File: config.mk
export PLATFORM = sky130hd
export DESIGN_NAME = scar_bank
export DESIGN_NICKNAME = d
export VERILOG_FILES = /design/src/rtl/scar_bank.v /design/src/rtl/scar_location.v
export VERILOG_INCLUDE_DIRS = /design/src /design/src/rtl
export SDC_FILE = /design/constraint.sdc
export NUM_CORES = 1
export LEC_CHECK = 0
export ABC_AREA = 1
export BUFFER_PORTS_ARGS = -buffer_cell sky130_fd_sc_hd__buf_2
export CORE_ASPECT_RATIO = 0.7
export CORE_MARGIN = 2
export CORE_UTILIZATION = 58
export DETAILED_ROUTE_END_ITERATION = 8
export HOLD_SLACK_MARGIN = 0.15
export PLACE_DENSITY = 0.8
export SYNTH_ARGS = -nofsm -noshare
export SYNTH_HDL_FRONTEND = slang
export SYNTH_SLANG_ARGS = --single-unit
File: constraint.sdc
create_clock -name sys_clk -period 2.9 [get_ports sys_clk]
set_clock_uncertainty 0.1 [all_clocks]
set_input_delay 0 -clock sys_clk [delete_from_list [all_inputs] [get_ports sys_clk]]
set_output_delay 0 -clock sys_clk [all_outputs]
set_load 0.01 [all_outputs]
File: src/rtl/scar_consts.vh
// Constants for the security CAM address register bank.
`ifndef SCAR_CONSTS_VH
`define SCAR_CONSTS_VH
// Register pages.
`define SCAR_PAGE_4      4'h4
`define SCAR_PAGE_5      4'h5
`define SCAR_PAGE_6      4'h6
`define SCAR_PAGE_8      4'h8
`define SCAR_PAGE_9      4'h9
// Register addresses within a page.
`define SCAR_ADDR_SV1    8'h16
`define SCAR_ADDR_SV2    8'h17
`define SCAR_ADDR_SV3    8'h18
`define SCAR_ADDR_SV4    8'h19
`define SCAR_ADDR_INDEX  8'h1a
`define SCAR_ADDR_DATA1  8'h1b
`define SCAR_ADDR_DATA2  8'h1c
`define SCAR_ADDR_CFG    8'h1d
// Byte index register fields.
`define SCAR_IDX1_LO     0
`define SCAR_IDX1_HI     2
`define SCAR_VALID1_BIT  3
`define SCAR_IDX2_LO     4
`define SCAR_IDX2_HI     6
`define SCAR_VALID2_BIT  7
// Configuration register fields.
`define SCAR_LEARN_BIT   0
`define SCAR_SEC_BIT     1
// Byte index limits and reset values.
`define SCAR_IDX_LAST    3'h5
`define SCAR_IDX_FIRST   3'h0
`define SCAR_BYTE_ZERO   8'h00
`define SCAR_ADDR_ZERO   48'h000000000000
`define SCAR_VEC_ZERO    32'h00000000
`endif

File: src/rtl/scar_bank.v
// Register bank for loading and validating security station-address locations.
`timescale 1ns/100ps
`default_nettype none
`include "scar_consts.vh"

// Overview of operation
// - Each stored byte advances location's byte index.
// - Index reads back the next byte accessed.
// - Index register readable any time during learning.
// - Bits 2..0 index, bit 3 valid, location one.
// - Bits 6..4 index, bit 7 valid, location two.
// - Byte-wide data register; six accesses per address.
// - Accesses go least significant byte first.
// - Valid shared entries join comparison under security.
// - Four registers hold thirty-two shared valid bits.
// - Shared valid registers at page 9, 16H..19H.
// - Data register decoded on pages 5,6,8,9.
// - Learn enable bit switches private learning.
// - Security enable bit switches address checking.
module scar_bank (
    input  wire        sys_clk,        // Core clock, 10 MHz.
    input  wire        sys_rst,        // Synchronous reset, active high.
    input  wire        clk_en,         // Freezes all state while low.
    input  wire [3:0]  reg_page,       // Register page select.
    input  wire [7:0]  reg_addr,       // Register address within the page.
    input  wire [7:0]  reg_wdata,      // Write data.
    input  wire        reg_write,      // One-cycle write strobe.
    input  wire        reg_read,       // One-cycle read strobe.
    input  wire        learn_strobe,   // One learned address byte is offered.
    input  wire [7:0]  learn_byte,     // The learned byte.
    output reg  [7:0]  reg_rdata,      // Read data, valid the cycle after a read.
    output reg         learn_enable,   // Private learning switched on.
    output reg         security_enable, // Address checking switched on.
    output reg  [31:0] shared_include, // Shared entries used in comparison.
    output reg  [47:0] location1_addr, // Location one address when valid.
    output reg  [47:0] location2_addr, // Location two address when valid.
    output reg  [1:0]  location_valid  // Valid flags of both locations.
);

    // ****************************************************************
    // Address decode
    // ****************************************************************
    wire       page_index_ok;     // Page carries the index and config registers.
    wire       page_data_ok;      // Page carries the data register.
    wire       page_shared_ok;    // Page carries the shared valid registers.
    wire       hit_index;         // Index register selected.
    wire       hit_data1;         // Location one data selected.
    wire       hit_data2;         // Location two data selected.
    wire       hit_cfg;           // Configuration register selected.
    wire [3:0] hit_shared;        // Shared valid register selected, one-hot.

    // The data register sits on four pages. The index and configuration registers
    // sit on those same pages and on page four as well, so software can watch a
    // location's progress from the page it uses for configuration.
    assign page_data_ok = (reg_page == `SCAR_PAGE_5) | (reg_page == `SCAR_PAGE_6) |
                          (reg_page == `SCAR_PAGE_8) | (reg_page == `SCAR_PAGE_9);
    assign page_index_ok = page_data_ok | (reg_page == `SCAR_PAGE_4);
    assign page_shared_ok = (reg_page == `SCAR_PAGE_9);
    // One select line per register. No two registers share an address, so at
    // most one select is high in any cycle and the read mux needs no priority.
    assign hit_index = page_index_ok & (reg_addr == `SCAR_ADDR_INDEX);
    assign hit_cfg   = page_index_ok & (reg_addr == `SCAR_ADDR_CFG);
    assign hit_data1 = page_data_ok & (reg_addr == `SCAR_ADDR_DATA1);
    assign hit_data2 = page_data_ok & (reg_addr == `SCAR_ADDR_DATA2);
    // One shared valid register per group of eight entries, on page nine only.
    assign hit_shared[0] = page_shared_ok & (reg_addr == `SCAR_ADDR_SV1);
    assign hit_shared[1] = page_shared_ok & (reg_addr == `SCAR_ADDR_SV2);
    assign hit_shared[2] = page_shared_ok & (reg_addr == `SCAR_ADDR_SV3);
    assign hit_shared[3] = page_shared_ok & (reg_addr == `SCAR_ADDR_SV4);

    // ****************************************************************
    // Private locations
    // ****************************************************************
    wire [2:0]  idx1;             // Location one byte index.
    wire [2:0]  idx2;             // Location two byte index.
    wire        val1;             // Location one valid flag.
    wire        val2;             // Location two valid flag.
    wire [7:0]  rbyte1;           // Location one current byte.
    wire [7:0]  rbyte2;           // Location two current byte.
    wire [47:0] addr1;            // Location one stored address.
    wire [47:0] addr2;            // Location two stored address.
    wire        learn1;           // Learned byte goes to location one.
    wire        learn2;           // Learned byte goes to location two.
    wire        index_write;      // Index register written.

    // Learning fills location one first, then location two once one is valid.
    assign learn1 = learn_strobe & learn_enable & ~val1;
    assign learn2 = learn_strobe & learn_enable & val1 & ~val2;
    // An index register write loads both valid flags together; the index bits
    // themselves are read-only, so software must read the register first.
    assign index_write = reg_write & hit_index;

    // Location one. A learned byte wins over a processor byte in the same cycle,
    // and the index then steps once only. Each stored byte steps the index.
    // Processor reads step the index as well, so six reads return the address.
    scar_location u_loc1 (
        .sys_clk          (sys_clk),
        .sys_rst          (sys_rst),
        .clk_en           (clk_en),
        .byte_write       (reg_write & hit_data1),
        .byte_read        (reg_read & hit_data1),
        .learn_write      (learn1),
        .write_byte       (learn1 ? learn_byte : reg_wdata),
        .valid_write      (index_write),
        .valid_value      (reg_wdata[`SCAR_VALID1_BIT]),
        .byte_index       (idx1),
        .entry_valid_flag (val1),
        .read_byte        (rbyte1),
        .station_addr     (addr1)
    );

    // Location two. Learning only reaches it once location one is valid, so a
    // port learns its first station into location one and its second here.
    scar_location u_loc2 (
        .sys_clk          (sys_clk),
        .sys_rst          (sys_rst),
        .clk_en           (clk_en),
        .byte_write       (reg_write & hit_data2),
        .byte_read        (reg_read & hit_data2),
        .learn_write      (learn2),
        .write_byte       (learn2 ? learn_byte : reg_wdata),
        .valid_write      (index_write),
        .valid_value      (reg_wdata[`SCAR_VALID2_BIT]),
        .byte_index       (idx2),
        .entry_valid_flag (val2),
        .read_byte        (rbyte2),
        .station_addr     (addr2)
    );

    // ****************************************************************
    // Shared valid bits and configuration
    // ****************************************************************
    reg  [31:0] shared_entry_valid_bank; // Bit n of register k is entry 8k+n+1.
    reg  [7:0]  next_rdata;              // Read mux output.

    // Shared valid registers and the configuration bits.
    // Each shared register is written whole: a write clears any bit not set in
    // the written byte, which is why software reads the register first.
    // Nothing here moves while the clock enable is low.
    always @(posedge sys_clk) begin
        if (sys_rst) begin
            shared_entry_valid_bank <= `SCAR_VEC_ZERO;
            learn_enable            <= 1'b0;
            security_enable         <= 1'b0;
        end else if (clk_en && reg_write) begin
            if (hit_shared[0]) begin
                shared_entry_valid_bank[7:0] <= reg_wdata;
            end
            if (hit_shared[1]) begin
                shared_entry_valid_bank[15:8] <= reg_wdata;
            end
            if (hit_shared[2]) begin
                shared_entry_valid_bank[23:16] <= reg_wdata;
            end
            if (hit_shared[3]) begin
                shared_entry_valid_bank[31:24] <= reg_wdata;
            end
            if (hit_cfg) begin
                learn_enable    <= reg_wdata[`SCAR_LEARN_BIT];
                security_enable <= reg_wdata[`SCAR_SEC_BIT];
            end
        end
    end

    // ****************************************************************
    // Read path
    // ****************************************************************
    // Selects the read byte; unmapped addresses read zero.
    // The mux looks at the state before the access, so a data read returns the
    // byte at the index as it stood, and the step happens at the same edge.
    // A read and a write in the same cycle both act; the read sees the old value.
    always @* begin
        next_rdata = `SCAR_BYTE_ZERO;
        if (hit_index) begin
            // Readable at any time, learning or not.
            next_rdata[`SCAR_IDX1_HI:`SCAR_IDX1_LO] = idx1;
            next_rdata[`SCAR_VALID1_BIT] = val1;
            next_rdata[`SCAR_IDX2_HI:`SCAR_IDX2_LO] = idx2;
            next_rdata[`SCAR_VALID2_BIT] = val2;
        end else if (hit_data1) begin
            next_rdata = rbyte1;
        end else if (hit_data2) begin
            next_rdata = rbyte2;
        end else if (hit_cfg) begin
            // Only the learn and security bits exist here; the rest read zero.
            next_rdata[`SCAR_LEARN_BIT] = learn_enable;
            next_rdata[`SCAR_SEC_BIT] = security_enable;
        end else if (hit_shared[0]) begin
            next_rdata = shared_entry_valid_bank[7:0];
        end else if (hit_shared[1]) begin
            next_rdata = shared_entry_valid_bank[15:8];
        end else if (hit_shared[2]) begin
            next_rdata = shared_entry_valid_bank[23:16];
        end else if (hit_shared[3]) begin
            next_rdata = shared_entry_valid_bank[31:24];
        end
    end

    // Registered outputs: read data, comparison enables and location images.
    // Every output comes from a flip-flop, so each image lags the state behind
    // it by one cycle. Read data only changes on a read and holds otherwise.
    // A location shows zero until its valid flag is set, so a half-loaded
    // address never reaches the comparison logic.
    always @(posedge sys_clk) begin
        if (sys_rst) begin
            reg_rdata      <= `SCAR_BYTE_ZERO;
            shared_include <= `SCAR_VEC_ZERO;
            location1_addr <= `SCAR_ADDR_ZERO;
            location2_addr <= `SCAR_ADDR_ZERO;
            location_valid <= 2'h0;
        end else if (clk_en) begin
            if (reg_read) begin
                reg_rdata <= next_rdata;
            end
            // Only valid entries join comparison, and only under security.
            shared_include <= security_enable ? shared_entry_valid_bank : `SCAR_VEC_ZERO;
            location1_addr <= val1 ? addr1 : `SCAR_ADDR_ZERO;
            location2_addr <= val2 ? addr2 : `SCAR_ADDR_ZERO;
            location_valid <= {val2, val1};
        end
    end

endmodule
`default_nettype wire

File: src/rtl/scar_location.v
// One private station-address location: six bytes, a byte index and a valid flag.
`timescale 1ns/100ps
`default_nettype none
`include "scar_consts.vh"

module scar_location (
    input  wire        sys_clk,      // Core clock.
    input  wire        sys_rst,      // Synchronous reset, active high.
    input  wire        clk_en,       // Freezes all state while low.
    input  wire        byte_write,   // Processor writes one byte.
    input  wire        byte_read,    // Processor reads one byte.
    input  wire        learn_write,  // Learning engine captures one byte.
    input  wire [7:0]  write_byte,   // Byte to store.
    input  wire        valid_write,  // Load the valid flag.
    input  wire        valid_value,  // New valid flag.
    output reg  [2:0]  byte_index,   // Byte that the next access uses.
    output reg         entry_valid_flag, // Entry protected and usable.
    output wire [7:0]  read_byte,    // Byte at the current index.
    output wire [47:0] station_addr  // Whole stored address.
);

    // ****************************************************************
    // Storage
    // ****************************************************************
    reg  [7:0] addr_byte [0:5];   // Address bytes, least significant first.
    wire       store;             // A byte is stored this cycle.
    wire       step;              // The index moves this cycle.
    wire [2:0] next_byte_index;   // Index after a step.
    integer    i;                 // Loop index for reset.

    // A valid entry refuses stores; only reads then step its index.
    assign store = (byte_write | learn_write) & ~entry_valid_flag;
    // Reads always step so that six reads return the whole address.
    assign step = store | byte_read;
    // The index wraps after the sixth byte.
    assign next_byte_index = (byte_index == `SCAR_IDX_LAST) ? `SCAR_IDX_FIRST
                                                            : byte_index + 3'h1;
    assign read_byte = addr_byte[byte_index];
    assign station_addr = {addr_byte[5], addr_byte[4], addr_byte[3],
                           addr_byte[2], addr_byte[1], addr_byte[0]};

    // Bytes, index and flag update together.
    always @(posedge sys_clk) begin
        if (sys_rst) begin
            byte_index       <= `SCAR_IDX_FIRST;
            entry_valid_flag <= 1'b0;
            for (i = 0; i < 6; i = i + 1) begin
                addr_byte[i] <= `SCAR_BYTE_ZERO;
            end
        end else if (clk_en) begin
            if (store) begin
                addr_byte[byte_index] <= write_byte;
            end
            if (step) begin
                byte_index <= next_byte_index;
            end
            if (valid_write) begin
                entry_valid_flag <= valid_value;
            end
        end
    end

endmodule
`default_nettype wire
==> flow_metrics.env <==
export IMPL_wire_length_of_the_first_global_routing_pass_mm=57.9
export IMPL_via_per_instance_ratio=5.80
export IMPL_tritoncts_num_buffers=29
export IMPL_report_power_total_uw=8660
export IMPL_report_final_setup_viol=0
export IMPL_gpl_final_weighted_congestion=0.958
export IMPL_hp_start="reg_addr[5]"
export IMPL_drc_errors=0
export IMPL_cts_root_buffer="sky130_fd_sc_hd__clkbuf_16"
export IMPL_top_usage_layer="met1"
export IMPL_dieWidth_um=185
export IMPL_startpoint_kind_of_the_worst_setup_timing_path="primary input"
export IMPL_detailroute_via_count=11800
export IMPL_routed_wirelength_normalized_by_instance_count_um=18.8
export IMPL_numPortBuffers=173
export IMPL_dpl_worst_slack_ps=418
export IMPL_result_of_the_run="complete, no violations"
export IMPL_maximum_number_of_pins_on_one_net_before_global_route_repair=107
export IMPL_worstSetupEndpointType="flip-flop"
export IMPL_postCtsSetupRepairBufs=0
export IMPL_yosysMostFrequentCell="sky130_fd_sc_hd__nand2_1"
export IMPL_antenna_violations_before_repair=0
export IMPL_postLayoutSetupSlackWorst_ps=190
export IMPL_core_region_area_sq_um=22600
export IMPL_max_cap_violations=0
export IMPL_critPathKind="primary input to flip-flop"
export IMPL_area_overhead_vs_synth_pct=16.8
export IMPL_synthDominantAreaCellType="sky130_fd_sc_hd__edfxtp_1"
export IMPL_cts_tree="yes"
export IMPL_min_delay_path_class="primary input to flip-flop"
export IMPL_grt_util_all_layers_pct=31.1
export IMPL_final_max_slew_viol_count=0
export IMPL_yosys_cell_types_count=36
export IMPL_number_of_flops_mapped_to_enable_cells_by_yosys=128
export IMPL_fin_crit_sh_pct=93.4
export IMPL_critPathArrivalTime_ps=3060
export IMPL_grt_pass1_vias=10500
export IMPL_crit_path_max_fanout=16
export IMPL_clock_latency_ps=560
export IMPL_clk_pin_slew_ps=70
export IMPL_crit_reg2reg_launch="learn_enable"
export IMPL_grt_remaining_overflow=0
export IMPL_share_of_layout_cells_above_drive_strength_1_pct=17.6
export IMPL_fp_row_count=46
export IMPL_detailedRoute_firstPassIterationCount=5
export IMPL_max_slew_margin_pct=22.0
export IMPL_ys_warn_count=0
export IMPL_number_of_register_bits_inferred_by_synthesis=314
export IMPL_crit_start="reg_addr[6]"
export IMPL_global_route_usage_met1_pct=46.3
export IMPL_static_leakage_power_uw=0.00616
export IMPL_antenna_left=0
export IMPL_vdd_drop_max_mv=0.450
export IMPL_clock_sinks=314
export IMPL_period_needed_ps=2710
export IMPL_max_clock_path_buffers=3
export IMPL_postRouteWirelength_mm=38.3
export IMPL_setup_repair_after_global_routing_missed_its_margin="false"
export IMPL_synth_fp_nets=1577
export IMPL_netlist_area_sq_um=13300
export IMPL_globalRouteMet3Util_pct=7.57
export IMPL_setup_tns_final_ps=0
export IMPL_power_per_cell_area_nw_per_um2=555
export IMPL_synth_area_leaders="sky130_fd_sc_hd__edfxtp_1 (29%), sky130_fd_sc_hd__dfxtp_1 (28%), sky130_fd_sc_hd__nand2_1 (7.5%)"
export IMPL_finish_net_count=1736
export IMPL_globalRouteMet2Util_pct=44.8
export IMPL_critical_path_data_required_time_ps=3250
export IMPL_n_antenna_cell=0
export IMPL_chipHeight_um=131
export IMPL_fmaxAchievable_mhz=369
export IMPL_dominantRegCellSynth="sky130_fd_sc_hd__dfxtp_1"
export IMPL_initial_core_util_pct=59.0
export IMPL_post_synth_cell_area_avg_sq_um=8.65
export IMPL_place_hpwl_mm=26.5
export IMPL_final_fill_count=1828
export IMPL_floorplan_io_pins=174
export IMPL_htree_num_levels=1
export IMPL_worst_slew_pin_slew_ps=1170
export IMPL_synth_seq_area_share_pct=56.7
export IMPL_netlist_instances=1543
export IMPL_synth_largest_type_area_fraction_pct=28.8
export IMPL_dieArea_sq_um=24300
export IMPL_final_hold_violation_count=0
export IMPL_first_drt_iteration_drcs=1517
export IMPL_synth_commonest_cells="sky130_fd_sc_hd__nand2_1 (268), sky130_fd_sc_hd__nor2_1 (209), sky130_fd_sc_hd__dfxtp_1 (186)"
export IMPL_synth_async_reset_ratio_pct=0
-- repair_timing --
item	in CTS	in global routing
gates resized for setup	0	5
endpoints found under the setup margin	0	27
hold endpoints to repair	174	0
hold buffers	41	0
-- state kept, by name (all words and copies together) (netlist names), named ones only --
name	count
u_loc1.addr_byte	64
u_loc2.addr_byte	64
location1_addr	48
location2_addr	48
shared_entry_valid_bank	32
shared_include	32
reg_rdata	8
u_loc1.byte_index	3
u_loc2.byte_index	3
location_valid	2
learn_enable	1
security_enable	1
u_loc1.entry_valid_flag	1
u_loc2.entry_valid_flag	1
-- layout by cell type, fill, tap and decap left out, drive strengths merged, types with 2 or more instances in the layout --
master,synthesis,routed
nand3b,2,2
inv,72,73
clkinv,5,16
or2,8,8
nor3,3,3
nand3,182,182
o22ai,17,17
clkbuf,77,41
o211ai,11,11
buf,28,192
nand4,11,11
nand2,276,276
a211oi,24,24
o21ai,112,112
edfxtp,128,128
a21oi,159,159
dfxtp,186,186
dlygate4sd3,0,41
nor2,240,240
-- report_power, final --
part,switching [uW],internal [uW]
logic,245,92.7
clock network,1660,1990
registers,40.4,4630
-- critical path: stages --
cell                            delay [ps]
sky130_fd_sc_hd__dlygate4sd3_1         530
sky130_fd_sc_hd__buf_2                 130
sky130_fd_sc_hd__nor2_2                140
sky130_fd_sc_hd__nand2_4               110
sky130_fd_sc_hd__dlygate4sd3_1         610
sky130_fd_sc_hd__nor2_4                240
sky130_fd_sc_hd__dlygate4sd3_1         620
sky130_fd_sc_hd__nand2_1                90
sky130_fd_sc_hd__nor2_4                300
sky130_fd_sc_hd__nor2_1                 80
sky130_fd_sc_hd__a211oi_1              200
-- area by class of cell --
class	instances	area, sq um	share of cell area, %
inverter	77	290	1.86
sequential	314	7570	48.5
clock inverter	13	95.1	0.610
timing repair buffer	233	1420	9.13
tap	312	390	2.50
clock buffer	41	791	5.07
multi-input combinational	1047	5030	32.3
-- routing by layer --
metal	vias up	wire, um
met5	-	0
met2	665	15900
met4	0	1070
met1	5527	16900
met3	80	4380
li1	5535	-
-- path summary, 6_finish.rpt --
check	end	slack, ps	depth (start not counted)
hold reg to reg	location2_addr[26]	360	2
setup reg to reg	u_loc1.addr_byte[5][6]	460	7
hold / removal	shared_entry_valid_bank[16]	190	10
setup / recovery	shared_entry_valid_bank[29]	190	11
-- logic make-up after synthesis --
| logic type | Yosys count | synth area share (%) |
|---|---|---|
| and+or+nand+nor | 722 | 24.4 |
| AOI/OAI and AO/OA | 325 | 13.2 |
| DFF | 314 | 56.7 |
| buffers and inverters | 182 | 5.72 |
-- through the flow --
stage | utilization, % | hold WS (ps) | instances | instance area (sq um)
after CTS | 68.9 | 152 | 2037 | 15600
final | 68.9 | 185 | 2037 | 15600
after global routing | 68.9 | 232 | 2037 | 15600
after floorplan | - | 83.6 | 1543 | 13300
after detailed placement | 63.1 | 237 | 1942 | 14300
after global placement | 63.1 | 233 | 1942 | 14300
(Power assumes the default switching activity.)
